### src/dsc_pkg.sv
// constants shared by the disc sector read/write sequencer and its helpers
// assumes a single 25 MHz design clock; disc clocks arrive as plain pins
// Summary of operation
// - power-up reset clears the latch that records a sector-address match
// - power-up reset clears the sector and subsector address registers
// - write clock and sector clock both high give sector sync, setting write-sync latch
// - write-sector-go start waits 120 ns before shift-register clock rises
// - release of write-sector-go sets the write-sector latch
// - write latch sets at sync rise on match, write permitted and write-sector latch
// - shift-register clock rises on delayed go strobe, falls on go release
// - each write clock pulse while writing gives a write shift and register clock pulse
// - load strobe follows write-sector-go, again when load enable rises at count 15
// - buffer empty at count 15 gives write timing error, late flag on next shift
// - read-sector-go sets read-start latch, presets counter to 15, clocks it after delay
// - read latch sets at sync rise on match; next write clock raises disc read command
// - first read clock after read latch sets read-sync; then each gives a read shift
// - reading: load-count strobe after 15 bits, buffer-load strobe at 16 bits
// - each read shift pulse also gives a shift-register clock pulse
// - buffer full at a read buffer-load strobe sets the data-late flag
// - write-sector latch clears when write flag drops or write latch sets
// - write and read latches clear on init, operation flag drop or end strobe
// - read-sync latch clears when the read operation flag drops
// - write-sync latch also clears while track origin is asserted
// - write start clears both 4-bit counters; write-sector latch enables the upper one
// - bit and word counter counts up on write and read shifts and flags the final word
package dsc_pkg;
  // ==========================================================
  // register map, byte addresses on the plain register port
  localparam int ADDR_W = 4;
  localparam logic [3:0] OFF_CTRL = 4'h0;
  localparam logic [3:0] OFF_ADDR = 4'h4;
  localparam logic [3:0] OFF_STAT = 4'h8;
  localparam logic [3:0] OFF_CNT = 4'hc;
  // control fields
  localparam int CTRL_WR = 0;
  localparam int CTRL_RD = 1;
  // address fields
  localparam int SEC_LSB = 0;
  localparam int SEC_W = 5;
  localparam int SUB_LSB = 8;
  localparam int SUB_W = 4;
  // status fields; writing one to the late bit clears it
  localparam int ST_LATE = 7;
  // count register fields
  localparam int CNT_WORD_LSB = 4;
  // ==========================================================
  // timing
  localparam int CLK_NS = 40;
  localparam int GO_DELAY_NS = 120;
  localparam int GO_DELAY_CYC = (GO_DELAY_NS + CLK_NS - 1) / CLK_NS;
  localparam int RC_DELAY_NS = 200;
  localparam int RC_DELAY_CYC = (RC_DELAY_NS + CLK_NS - 1) / CLK_NS;
  // ==========================================================
  // counter and synchroniser layout
  localparam logic [3:0] BIT_LAST = 4'hf;
  localparam logic [3:0] BIT_PRESET = 4'hf;
  localparam int SY_WCLK = 0;
  localparam int SY_SCLK = 1;
  localparam int SY_RCLK = 2;
  localparam int SY_TORG = 3;
  localparam int SY_PERM = 4;
  localparam int SY_N = 5;
endpackage : dsc_pkg

### src/dsc_sync.sv
// two-stage synchroniser for disc pins
// assumes inputs are asynchronous to clock; stage one feeds only stage two
`timescale 1ns/1ns
module dsc_sync #(
  parameter int WIDTH = 5
) (
  input wire logic clock, // design clock
  input wire logic rst_n, // synchronous reset, active low
  input wire logic [WIDTH-1:0] pin_in, // raw pins
  output logic [WIDTH-1:0] sync_out // synchronised levels
);
  typedef struct packed {
    logic [WIDTH-1:0] meta;
    logic [WIDTH-1:0] stable;
  } dsc_sync_st_t;

  dsc_sync_st_t s_q;
  dsc_sync_st_t s_d;

  if (WIDTH < 1)
  begin : bad_width_g
    $error("dsc_sync: WIDTH must be at least one");
  end

  // ==========================================================
  // stage one is read by stage two only
  always_comb
  begin
    s_d.meta = pin_in;
    s_d.stable = s_q.meta;
  end

  always_ff @(posedge clock)
  begin
    if (!rst_n)
      s_q <= '0;
    else
      s_q <= s_d;
  end

  assign sync_out = s_q.stable;
endmodule : dsc_sync

### src/dsc_bit_counter.sv
// cascaded bit and word counter, two 4-bit stages
// assumes clear, preset and step are same-clock single-cycle terms
`timescale 1ns/1ns
module dsc_bit_counter #(
  parameter int WIDTH = 4
) (
  input wire logic clock, // design clock
  input wire logic rst_n, // synchronous reset, active low
  input wire logic clear, // clear both stages
  input wire logic preset, // load bit stage with preset
  input wire logic step, // count one bit
  input wire logic upper_en, // lets the word stage count
  output logic [WIDTH-1:0] bit_count, // bits in current word
  output logic [WIDTH-1:0] word_count // words in subsector
);
  typedef struct packed {
    logic [WIDTH-1:0] bits;
    logic [WIDTH-1:0] words;
  } dsc_cnt_st_t;

  dsc_cnt_st_t s_q;
  dsc_cnt_st_t s_d;

  if (WIDTH != 4)
  begin : bad_width_g
    $error("dsc_bit_counter: stages are 4 bits");
  end

  // ==========================================================
  // clear beats preset beats step; word stage advances on bit wrap
  always_comb
  begin
    s_d = s_q;
    if (clear)
      s_d = '0;
    else if (preset)
      s_d.bits = dsc_pkg::BIT_PRESET;
    else if (step)
    begin
      s_d.bits = s_q.bits + 4'h1;
      if (upper_en && s_q.bits == dsc_pkg::BIT_LAST)
        s_d.words = s_q.words + 4'h1;
    end
  end

  always_ff @(posedge clock)
  begin
    if (!rst_n)
      s_q <= '0;
    else
      s_q <= s_d;
  end

  assign bit_count = s_q.bits;
  assign word_count = s_q.words;
endmodule : dsc_bit_counter

### src/dsc_sector_ctl.sv
// sector read/write sequencer: sync, latches, shift strobes, data-late check
// assumes go, init, end and buffer flags come from logic on the same clock;
// disc clocks, track origin and write-permit are pins and are synchronised
`timescale 1ns/1ns
module dsc_sector_ctl (
  input wire logic clock, // 25 MHz design clock
  input wire logic rst_n, // synchronous reset, active low
  input wire logic [3:0] reg_addr, // register byte address
  input wire logic [31:0] reg_wdata, // register write data
  input wire logic reg_wr, // write strobe
  input wire logic reg_rd, // read strobe
  output logic [31:0] reg_rdata, // read data, cycle after reg_rd
  input wire logic write_clock_pin, // disc write clock
  input wire logic sector_clock_pin, // disc sector clock
  input wire logic read_clock_pin, // disc read clock
  input wire logic track_origin_pin, // disc track origin
  input wire logic write_permitted, // lockout switch permits write
  input wire logic [4:0] disc_sector, // sector now under the heads
  input wire logic write_sector_go, // sector-start one-shot, write
  input wire logic read_sector_go, // sector-start one-shot, read
  input wire logic init_strobe, // start of an operation
  input wire logic transfer_end_strobe, // end of transfer
  input wire logic buffer_empty, // memory buffer empty
  input wire logic buffer_full, // memory buffer full
  output logic sector_match_latch, // last sync saw a match
  output logic sector_sync_pulse, // write and sector clocks both high
  output logic write_sync_latch, // write sync latch
  output logic delayed_write_go_strobe, // go delayed by 120 ns
  output logic shift_register_clock, // shift register clock
  output logic write_sector_latch, // write sector latch
  output logic write_latch, // write latch
  output logic disc_write_gate, // write gate to disc
  output logic read_start_latch, // read start latch
  output logic read_latch, // read latch
  output logic disc_read_cmd, // read command to disc
  output logic read_sync_latch, // read sync latch
  output logic write_shift_pulse, // one per write clock
  output logic read_shift_pulse, // one per read clock
  output logic shift_load_strobe, // shift register load
  output logic write_load_enable, // 15 bits counted, writing
  output logic write_timing_error_strobe, // buffer empty at count 15
  output logic read_timing_error_strobe, // buffer full at load
  output logic data_late_error, // sticky data-late flag
  output logic buffer_load_count_strobe, // 15 bits read
  output logic buffer_load_strobe, // 16 bits read
  output logic final_word_flag // last word of subsector
);
  localparam int DW = 8;
  localparam logic [DW-1:0] GO_LAST = DW'(dsc_pkg::GO_DELAY_CYC - 1);
  localparam logic [DW-1:0] RC_LAST = DW'(dsc_pkg::RC_DELAY_CYC - 1);

  if (dsc_pkg::GO_DELAY_CYC < 1 || dsc_pkg::GO_DELAY_CYC > 255 ||
      dsc_pkg::RC_DELAY_CYC < 1 || dsc_pkg::RC_DELAY_CYC > 255)
  begin : bad_delay_g
    $error("dsc_sector_ctl: delay counts out of range");
  end

  typedef struct packed {
    logic wclk_prev;
    logic rclk_prev;
    logic sync_prev;
    logic write_sector_go_prev;
    logic read_sector_go_prev;
    logic [DW-1:0] go_cnt;
    logic dgo;
    logic [DW-1:0] rc_cnt;
    logic rc_busy;
    logic rc_fire;
    logic upper_en;
    logic ctrl_wr;
    logic ctrl_rd;
    logic [4:0] sector;
    logic [3:0] subsector;
    logic match;
    logic sync;
    logic wsync;
    logic wsect;
    logic wl;
    logic wgate;
    logic rstart;
    logic rl;
    logic rcmd;
    logic rsync;
    logic wshift;
    logic rshift;
    logic src;
    logic load;
    logic wload;
    logic wr_terr;
    logic rd_terr;
    logic late;
    logic bl_count;
    logic bl_load;
    logic final_word;
    logic [31:0] rdata;
  } dsc_ctl_st_t;

  dsc_ctl_st_t s_q;
  dsc_ctl_st_t s_d;
  logic [dsc_pkg::SY_N-1:0] sy;
  logic [3:0] bit_count;
  logic [3:0] word_count;
  logic sync_lvl;
  logic sync_rise;
  logic wclk_rise;
  logic rclk_rise;
  logic write_sector_go_rise;
  logic write_sector_go_fall;
  logic read_sector_go_rise;
  logic wshift_now;
  logic rshift_now;
  logic cnt_step;
  logic sector_match;
  logic op_stop;

  // ==========================================================
  // pin synchronisers and bit/word counter
  dsc_sync #(
    .WIDTH(dsc_pkg::SY_N)
  ) u_sync (
    .clock(clock),
    .rst_n(rst_n),
    .pin_in({write_permitted, track_origin_pin, read_clock_pin, sector_clock_pin, write_clock_pin}),
    .sync_out(sy)
  );

  dsc_bit_counter #(
    .WIDTH(4)
  ) u_cnt (
    .clock(clock),
    .rst_n(rst_n),
    .clear(write_sector_go_rise),
    .preset(read_sector_go_rise),
    .step(cnt_step),
    .upper_en(s_q.upper_en),
    .bit_count(bit_count),
    .word_count(word_count)
  );

  // ==========================================================
  // edge terms; only stage-two synchroniser outputs are looked at
  assign sync_lvl = sy[dsc_pkg::SY_WCLK] & sy[dsc_pkg::SY_SCLK];
  assign sync_rise = sync_lvl & ~s_q.sync_prev;
  assign wclk_rise = sy[dsc_pkg::SY_WCLK] & ~s_q.wclk_prev;
  assign rclk_rise = sy[dsc_pkg::SY_RCLK] & ~s_q.rclk_prev;
  assign write_sector_go_rise = write_sector_go & ~s_q.write_sector_go_prev;
  assign write_sector_go_fall = ~write_sector_go & s_q.write_sector_go_prev;
  assign read_sector_go_rise = read_sector_go & ~s_q.read_sector_go_prev;
  assign wshift_now = wclk_rise & s_q.wl;
  assign rshift_now = rclk_rise & s_q.rsync;
  assign cnt_step = s_q.rc_fire | wshift_now | rshift_now;
  assign sector_match = (s_q.sector == disc_sector);
  assign op_stop = init_strobe | transfer_end_strobe;

  // ==========================================================
  // next state: register port first, then the sequencing latches
  always_comb
  begin
    s_d = s_q;
    s_d.wclk_prev = sy[dsc_pkg::SY_WCLK];
    s_d.rclk_prev = sy[dsc_pkg::SY_RCLK];
    s_d.sync_prev = sync_lvl;
    s_d.write_sector_go_prev = write_sector_go;
    s_d.read_sector_go_prev = read_sector_go;
    s_d.rdata = '0;
    s_d.rc_fire = 1'b0;

    // register writes
    if (reg_wr)
    begin
      case (reg_addr)
        dsc_pkg::OFF_CTRL:
        begin
          s_d.ctrl_wr = reg_wdata[dsc_pkg::CTRL_WR];
          s_d.ctrl_rd = reg_wdata[dsc_pkg::CTRL_RD];
        end
        dsc_pkg::OFF_ADDR:
        begin
          s_d.sector = reg_wdata[dsc_pkg::SEC_LSB +: dsc_pkg::SEC_W];
          s_d.subsector = reg_wdata[dsc_pkg::SUB_LSB +: dsc_pkg::SUB_W];
        end
        dsc_pkg::OFF_STAT:
        begin
          if (reg_wdata[dsc_pkg::ST_LATE])
            s_d.late = 1'b0;
        end
        default:
        begin
          s_d.late = s_q.late;
        end
      endcase
    end

    // register reads, unmapped addresses read zero
    if (reg_rd)
    begin
      case (reg_addr)
        dsc_pkg::OFF_CTRL: s_d.rdata = 32'({s_q.ctrl_rd, s_q.ctrl_wr});
        dsc_pkg::OFF_ADDR: s_d.rdata = 32'({s_q.subsector, 3'h0, s_q.sector});
        dsc_pkg::OFF_STAT: s_d.rdata = 32'({s_q.late, s_q.rsync, s_q.rl, s_q.rstart,
                                             s_q.wl, s_q.wsect, s_q.wsync, s_q.match});
        dsc_pkg::OFF_CNT: s_d.rdata = 32'({word_count, bit_count});
        default: s_d.rdata = '0;
      endcase
    end

    // sector sync and the match record taken at each sync rise
    s_d.sync = sync_lvl;
    if (sync_rise)
      s_d.match = sector_match;

    // write sync: cleared by write clock after sync, or by track origin; set wins
    if (sy[dsc_pkg::SY_TORG] || (wclk_rise && !sync_lvl))
      s_d.wsync = 1'b0;
    if (sync_lvl)
      s_d.wsync = 1'b1;

    // go delay: counts while go is high, strobe stands until go drops
    if (!write_sector_go)
    begin
      s_d.go_cnt = '0;
      s_d.dgo = 1'b0;
    end
    else if (!s_q.dgo)
    begin
      if (s_q.go_cnt == GO_LAST)
        s_d.dgo = 1'b1;
      else
        s_d.go_cnt = s_q.go_cnt + 8'h01;
    end

    // read start and the single counter stroke after the rc delay
    if (read_sector_go_rise)
    begin
      s_d.rc_busy = 1'b1;
      s_d.rc_cnt = '0;
    end
    else if (s_q.rc_busy)
    begin
      if (s_q.rc_cnt == RC_LAST)
      begin
        s_d.rc_busy = 1'b0;
        s_d.rc_fire = 1'b1;
      end
      else
        s_d.rc_cnt = s_q.rc_cnt + 8'h01;
    end

    // write sector latch; set on go release wins over its clears
    if (!s_q.ctrl_wr || s_q.wl)
      s_d.wsect = 1'b0;
    if (write_sector_go_fall)
      s_d.wsect = 1'b1;

    // upper counter enable
    if (write_sector_go_rise || read_sector_go_rise)
      s_d.upper_en = 1'b0;
    if (s_q.wsect || s_q.rsync)
      s_d.upper_en = 1'b1;

    // write and read latches
    if (op_stop || !s_q.ctrl_wr)
      s_d.wl = 1'b0;
    if (op_stop || !s_q.ctrl_rd)
      s_d.rl = 1'b0;
    if (op_stop || !s_q.ctrl_rd)
      s_d.rstart = 1'b0;
    if (read_sector_go_rise)
      s_d.rstart = 1'b1;
    if (sync_rise && sector_match && sy[dsc_pkg::SY_PERM] && s_q.wsect)
      s_d.wl = 1'b1;
    if (sync_rise && sector_match && s_q.rstart && s_q.ctrl_rd)
      s_d.rl = 1'b1;

    // disc write gate and read command follow their latch on a write clock
    if (!s_q.wl)
      s_d.wgate = 1'b0;
    else if (wclk_rise)
      s_d.wgate = 1'b1;
    if (!s_q.rl)
      s_d.rcmd = 1'b0;
    else if (wclk_rise)
      s_d.rcmd = 1'b1;

    // read sync: first read clock after the read latch
    if (!s_q.ctrl_rd)
      s_d.rsync = 1'b0;
    if (rclk_rise && s_q.rl)
      s_d.rsync = 1'b1;

    // shift pulses and the shift register clock
    s_d.wshift = wshift_now;
    s_d.rshift = rshift_now;
    s_d.src = (s_d.dgo & write_sector_go) | wshift_now | rshift_now;

    // write load and the empty-buffer check at count 15
    s_d.wload = s_q.ctrl_wr & s_q.wl & (bit_count == dsc_pkg::BIT_LAST);
    s_d.load = write_sector_go | s_d.wload;
    s_d.wr_terr = s_d.wload & buffer_empty;

    // read side buffer strobes and the full-buffer check
    s_d.bl_count = s_q.rl & (bit_count == dsc_pkg::BIT_LAST);
    s_d.bl_load = rshift_now & (bit_count == dsc_pkg::BIT_LAST);
    s_d.rd_terr = s_d.bl_load & buffer_full;

    // data-late flag: hardware set wins over a software clear
    if ((wshift_now && s_q.wr_terr) || s_q.rd_terr)
      s_d.late = 1'b1;

    s_d.final_word = (word_count == dsc_pkg::BIT_LAST);
  end

  // ==========================================================
  // the one state register; power-up reset clears addresses and match
  always_ff @(posedge clock)
  begin
    if (!rst_n)
      s_q <= '0;
    else
      s_q <= s_d;
  end

  // ==========================================================
  // outputs, straight from the state register
  assign reg_rdata = s_q.rdata;
  assign sector_match_latch = s_q.match;
  assign sector_sync_pulse = s_q.sync;
  assign write_sync_latch = s_q.wsync;
  assign delayed_write_go_strobe = s_q.dgo;
  assign shift_register_clock = s_q.src;
  assign write_sector_latch = s_q.wsect;
  assign write_latch = s_q.wl;
  assign disc_write_gate = s_q.wgate;
  assign read_start_latch = s_q.rstart;
  assign read_latch = s_q.rl;
  assign disc_read_cmd = s_q.rcmd;
  assign read_sync_latch = s_q.rsync;
  assign write_shift_pulse = s_q.wshift;
  assign read_shift_pulse = s_q.rshift;
  assign shift_load_strobe = s_q.load;
  assign write_load_enable = s_q.wload;
  assign write_timing_error_strobe = s_q.wr_terr;
  assign read_timing_error_strobe = s_q.rd_terr;
  assign data_late_error = s_q.late;
  assign buffer_load_count_strobe = s_q.bl_count;
  assign buffer_load_strobe = s_q.bl_load;
  assign final_word_flag = s_q.final_word;

  // ==========================================================
  // checks
  match_reset_a: assert property (@(posedge clock) !rst_n |=> !s_q.match)
    else $error("match latch not cleared by reset");
  addr_reset_a: assert property (@(posedge clock) !rst_n |=> s_q.sector == 5'h00 && s_q.subsector == 4'h0)
    else $error("address registers not cleared by reset");
  wsync_set_a: assert property (@(posedge clock) disable iff (!rst_n) sync_lvl |=> s_q.wsync && s_q.sync)
    else $error("sector sync did not set write sync");
  go_hold_a: assert property (@(posedge clock) disable iff (!rst_n) $rose(write_sector_go) |=> !s_q.dgo ##1 !s_q.dgo)
    else $error("delayed go strobe came early");
  go_delay_a: assert property (@(posedge clock) disable iff (!rst_n)
    ($rose(write_sector_go) ##1 write_sector_go [*2]) |=> s_q.dgo && s_q.src)
    else $error("delayed go strobe missing after 120 ns");
  wsect_set_a: assert property (@(posedge clock) disable iff (!rst_n) $fell(write_sector_go) |=> ##1 s_q.wsect)
    else $error("write sector latch not set on go release");
  wlatch_cause_a: assert property (@(posedge clock) disable iff (!rst_n)
    $rose(s_q.wl) |-> $past(s_q.wsect) && $past(sync_rise) && $past(sy[dsc_pkg::SY_PERM]))
    else $error("write latch set without its conditions");
  late_write_a: assert property (@(posedge clock) disable iff (!rst_n) (wshift_now && s_q.wr_terr) |=> s_q.late)
    else $error("write timing error did not set late flag");
  late_read_a: assert property (@(posedge clock) disable iff (!rst_n)
    s_q.rd_terr |-> s_q.bl_load ##1 s_q.late)
    else $error("read timing error without load or late flag");
  rsync_clear_a: assert property (@(posedge clock) disable iff (!rst_n)
    (!s_q.ctrl_rd ##1 !s_q.ctrl_rd) |=> !s_q.rsync)
    else $error("read sync latch held with read flag low");
endmodule : dsc_sector_ctl

### config.mk
export PLATFORM = sky130hd
export DESIGN_NAME = dsc_sector_ctl
export DESIGN_NICKNAME = d
export VERILOG_FILES = /design/src/dsc_pkg.sv /design/src/dsc_sync.sv /design/src/dsc_bit_counter.sv /design/src/dsc_sector_ctl.sv
export SDC_FILE = /design/constraint.sdc
export NUM_CORES = 1
export LEC_CHECK = 0
export ABC_AREA = 1
export BUFFER_PORTS_ARGS = -buffer_cell sky130_fd_sc_hd__buf_2
export CELL_PAD_IN_SITES_DETAIL_PLACEMENT = 0
export CELL_PAD_IN_SITES_GLOBAL_PLACEMENT = 1
export CORE_ASPECT_RATIO = 0.5
export CORE_MARGIN = 3
export CORE_UTILIZATION = 35
export CTS_CLUSTER_DIAMETER = 50
export DETAILED_ROUTE_END_ITERATION = 8
export GPL_ROUTABILITY_DRIVEN = 0
export GPL_TIMING_DRIVEN = 0
export HOLD_SLACK_MARGIN = 0.03
export PLACE_DENSITY = 0.82
export RECOVER_POWER = 100
export SLEW_MARGIN = 40
export SYNTH_ARGS = -nofsm -noshare
export SYNTH_HDL_FRONTEND = slang
export SYNTH_HIERARCHICAL = 1
export SYNTH_SLANG_ARGS = --single-unit
export TNS_END_PERCENT = 30
### constraint.sdc
create_clock -name clock -period 1.75 [get_ports clock]
set_input_delay 0.35 -clock clock [delete_from_list [all_inputs] [get_ports clock]]
set_output_delay 0.35 -clock clock [all_outputs]
set_load 0.01 [all_outputs]
; ---- Word level (Yosys, flattened, before mapping)
; Cells that the tools add are included.
[op_classes]
n_eq_ne = 9
n_reduce_logical = 43
bitwise = 34
add_sub_neg = 4
mux = 27
[op_table]
columns = operator, n
row1 = $pmux 12 s4, 1
row2 = $mux 1, 21
row3 = $reduce_bool 2->1, 10
row4 = $add 8x1->8 const B, 2
row5 = $and 1x1->1, 16
row6 = $eq 4x4->1 const B, 4
row7 = $reduce_and 2->1, 8
row8 = $not 1->1, 12
row9 = $logic_and 1x1->1, 9
row10 = $add 4x1->4 const B, 2
row11 = $eq 8x2->1 const B, 1
row12 = $eq 8x3->1 const B, 1
row13 = $mux 4, 2
row14 = $mux 8, 1
row15 = $logic_or 1x1->1, 7
row16 = $or 1x1->1, 6
row17 = $reduce_and 3->1, 2
row18 = $eq 5x5->1, 1
row19 = $eq 4x3->1 const B, 1
row20 = $logic_not 4->1, 1
row21 = $mux 2, 2
row22 = $reduce_or 2->1, 2
row23 = $logic_not 1->1, 3
row24 = $reduce_or 3->1, 1
row25 = $ne 2x1->1 const B, 1
[totals]
out_inout_bits = 54
register_bits = 106
input_bits = 56
elab_cells = 157

; ---- Depth between registers and ports, before layout
[logic_depth]
depth_word = 7
mapped_depth = 11
depth_no_buf = 11

; ---- Modules after synthesis
; The synthesis kept the hierarchy.
[by_module_without_submodules]
columns = mod, cells_each, area_per_inst_um2, instances
row1 = dsc_sector_ctl, 450, 3166.8, 1
row2 = dsc_bit_counter, 60, 424.2, 1
row3 = dsc_sync, 31, 286.5, 1

; ---- Worst setup path before layout
; OpenSTA, ideal clock, no wires.
[synth_path]
kind = register to register
startpoint = reg u_sync.s_q, in the netlist u_sync/sync_out[0]
endpoint = reg u_cnt.s_q, in the netlist u_cnt/word_count[2]
stages_incl_launch_ff = 11
path_slack_ps = 361
t_arrival_ps = 1273
setup_time_ps = 116
path_buffers = 0
path_cell_list = dfxtp_1 inv_1 nor2_1 nand2_1 nand2_1 or2_2 nand2_2 nor2_4 nand2_1 nand2_1 a21oi_1
[synth_via]
elab_chain_cells = 5
[synth_lines]
columns = item, line_no
row1 = start: declaration, dsc_sync.sv:17  ; dsc_sync_st_t s_q;
row2 = start signal: assignment, dsc_sync.sv:36  ; s_q <= '0;
row3 = start signal: assignment, dsc_sync.sv:38  ; s_q <= s_d;
row4 = $and 1x1->1, dsc_sector_ctl.sv:144  ; assign wclk_rise = sy[dsc_pkg::SY_WCLK] & ~s_q.wclk_prev;
row5 = $and 1x1->1, dsc_sector_ctl.sv:149  ; assign wshift_now = wclk_rise & s_q.wl;
row6 = $or 1x1->1 (2 in a row), dsc_sector_ctl.sv:151  ; assign cnt_step = s_q.rc_fire | wshift_now | rshift_now;
row7 = named net cnt_step, dsc_sector_ctl.sv:112  ; logic cnt_step;
row8 = $reduce_and 3->1 (no line), -
row9 = end signal: assignment, dsc_bit_counter.sv:49  ; s_q <= '0;
row10 = end signal: assignment, dsc_bit_counter.sv:51  ; s_q <= s_d;
row11 = end: declaration, dsc_bit_counter.sv:21  ; dsc_cnt_st_t s_q;
; The timed path passes the listed nets, and every way through them passes these cells.
; A chain may end at the register's enable or synchronous reset.

; ---- Worst setup path after layout
[layout_path]
startpoint = reg u_sync.s_q, in the netlist u_sync/sync_out[0]
endpoint = reg u_cnt.s_q, in the netlist u_cnt/word_count[0]
; The elaborated chain is that of the path after synthesis.

==> summary.txt <==
Placed design
  • I/O Buffers: 67
  • Dpl cells: 767
  • HPWL after DPL: 6790 um

Critical path
  • Crit-path max FO: 6
  • CP arrival: 1740 ps
  • Critical path class: flop to flop
  • CP required: 1980 ps
  • Worst Setup End Kind: flop
  • Critical Path Source Type: flop

Final layout
  • Final net count: 700
  • Register area: 1720 um2
  • Antenna cells: 0
  • Fin cells: 783
  • Multi-input gate area: 1650 um2
  • Layout cells sized above 1: 15.1%
  • Fillers: 1,106
  • Area growth syn-to-layout: 22.1%

STA
  • Final-report hold violation count: 0
  • Final period util: 86.3%
  • Final Skew: 6.21 ps
  • Post-route setup TNS: 0 ps
  • Worst-margin pin slew: 563 ps
  • FMAX: 0.662 GHz
  • Worst relative slew slack: 62.3%
  • Tmin final: 1510 ps
  • Finish-stage setup viols: 0
  • RSZ-0062 raised after global routing: no
  • Final Max Slew Viols: 0

Global routing
  • Largest net degree at the start of global routing: 15
  • First-pass GRT wire length: 14,500 um
  • Initial antenna violation count: 0
  • Overall Global Routing Usage: 14.8%
  • Number of global-route vias before repair: 3,000
  • Total global routing overflow: 0

Route
  • Routed Antenna Nets: 0
  • Via count: 3,347
  • DRC violations left: 0
  • Met2 wire length: 3920 um
  • Met3 WL: 457 um
  • First DRT Iteration DRCs: 177
  • Wl on met1: 4350 um
  • Via density: 4.27
  • Detailed Routing Iterations Pass 1: 4
  • WL/cell: 11.2 um
  • Routed WL: 8790 um
  • DR top layer: met4

Synth
  • Post-synth top flop: dfxtp_1
  • Ys async rst share: 0%
  • Dominant cell type by area after synthesis: dfxtp_1
  • Synth top area cells: dfxtp_1 (44%), nand2_1 (15%), inv_1 (6.9%)
  • Synth Cell Area: 3880 um2
  • Synth cell types: 30
  • Most common cell in the netlist: nand2_1
  • Sequential element share of the synthesized area: 44.4%
  • Seq cells post-synth: 86
  • Share of the synthesized area in the top cell type: 44.4%
  • Top post-synthesis cells by count: nand2_1 (155), dfxtp_1 (86), inv_1 (71)
  • Mapped Avg Cell Area: 7.17 um2
  • Post-synth EDFFs: 0
  • Post-Synthesis Cells: 541
  • Yosys warnings: 6

Floorplan
  • Initial Util: 36.9%
  • Die width: 155 um
  • Die ar.: 12,500 um2
  • Die height: 80.4 um
  • Core area: 10,500 um2
  • IO Pins: 110
  • Std-Cell Rows: 26

Clock tree
  • Hold-fix buffers at CTS: 0
  • Clock Tree Root: clkbuf_16
  • Clock buffer depth: 2
  • Post-CTS setup buffers: 0
  • Clock transition at the registers of the reported paths: 60 ps
  • Clock sinks: 86
  • H-tree depth: 3
  • CTS buffer count: 9
  • # resized after CTS: 0
  • CTS tree: yes
  • Clock Latency Late Sink: 340 ps

Min path
  • Hold/Removal Path Class: input port to flop

Power
  • Pleak: 2.14 nW
  • Pwr Density: 926 nW/um2
  • Max VDD drop: 0.000431 V
  • Overall power: 4.38 mW

Outcome
  • Outcome: completed

Flow run
  • Max cap viols: 0
report_power, final:
| part | total, mW | switching [mW] | internal, mW | leakage (nW) |
|---|---|---|---|---|
| registers | 2.02 | 0.0258 | 1.99 | 0.698 |
| clock network | 2.09 | 0.767 | 1.33 | 0.162 |
| logic | 0.270 | 0.165 | 0.104 | 1.28 |
| total | 4.38 | 0.958 | 3.42 | 2.14 |
layout by cell type, fill, tap and decap left out, drive strengths merged, types with 4 or more instances in the layout:
master / Yosys / layout
a21oi: 40 / 40
buf: 38 / 68
clkbuf: 4 / 52
conb: 1 / 20
dfxtp: 86 / 86
ha: 6 / 6
inv: 72 / 72
nand2: 158 / 158
nand3: 35 / 35
nand3b: 5 / 5
nand4: 4 / 4
nor2: 59 / 59
nor3: 5 / 5
o21ai: 17 / 17
xor2: 6 / 6
logic make-up (layout without fill, tap and decap cells):
kind of cell / count (synthesis) / in the layout / synth area share [%]
xor+xnor: 7 / 7 / 1.58
flops: 86 / 86 / 44.4
buf+inv: 114 / 197 / 14.8
simple gates: 269 / 269 / 29.5
fa+ha+maj: 6 / 6 / 1.94
other cells: 1 / 20 / 0.0967
compound gates: 58 / 58 / 7.65
worst max-delay path, cell delays in order (launching register included):
cell	delay, ps
dfxtp_1	380
inv_1	60
nor2_2	140
nand2_1	110
nand2_1	90
or2_4	160
nand2_2	80
nor2_4	140
nand2_1	100
nand2_1	70
a21oi_1	60
final cells by class:
type                            count  share of cell area, %
Clock buffer                       11                   5.34
Sequential cell                    86                   36.4
Buffer                             42                   6.24
Timing Repair Buffer               67                   6.16
Multi-Input combinational cell    360                   34.8
Tap cell                          140                   3.70
Inverter                           72                   5.71
Clock inverter                      5                   1.72
state kept, by name, summed over array words and instances (netlist names), 4 cells and up:
| register | count |
|---|---|
| u_sync/s_d | 5 |
| s_q | 34 |
| reg_rdata | 12 |
| u_sync/sync_out | 5 |
| u_cnt/word_count | 4 |
| u_cnt/bit_count | 4 |
routing by layer:
metal / track usage, % / up-vias
met1: 19.2 / 1448
met4: 5.29 / 0
li1: - / 1822
met3: 4.36 / 4
met5: 0 / -
met2: 23.6 / 73
worst paths after layout:
kind / slack (ps) / to / from / cells after the start
worst min register to register: 410 / u_sync/sync_out[3] / u_sync/s_d[3] / 2
worst max register to register: 240 / u_cnt/word_count[0] / u_sync/sync_out[0] / 10
worst max-delay path: 240 / u_cnt/word_count[0] / u_sync/sync_out[0] / 10
worst min-delay path: 190 / u_sync/s_d[3] / track_origin_pin / 3
metrics by stage:
| step | util, % | worst slack (ps) | instance area [um2] | hold slack (ps) |
|---|---|---|---|---|
| global placement | 42.4 | 107 | 4460 | 398 |
| global route | 45.1 | 33.0 | 4730 | 190 |
| finish | 45.1 | 240 | 4730 | 188 |
| CTS | 45.6 | 81.6 | 4790 | 171 |
| detailed placement | 42.4 | 92.5 | 4460 | 404 |
| floorplan | - | 361 | 3950 | 390 |
No activity file was read; power rests on OpenSTA's default activity.
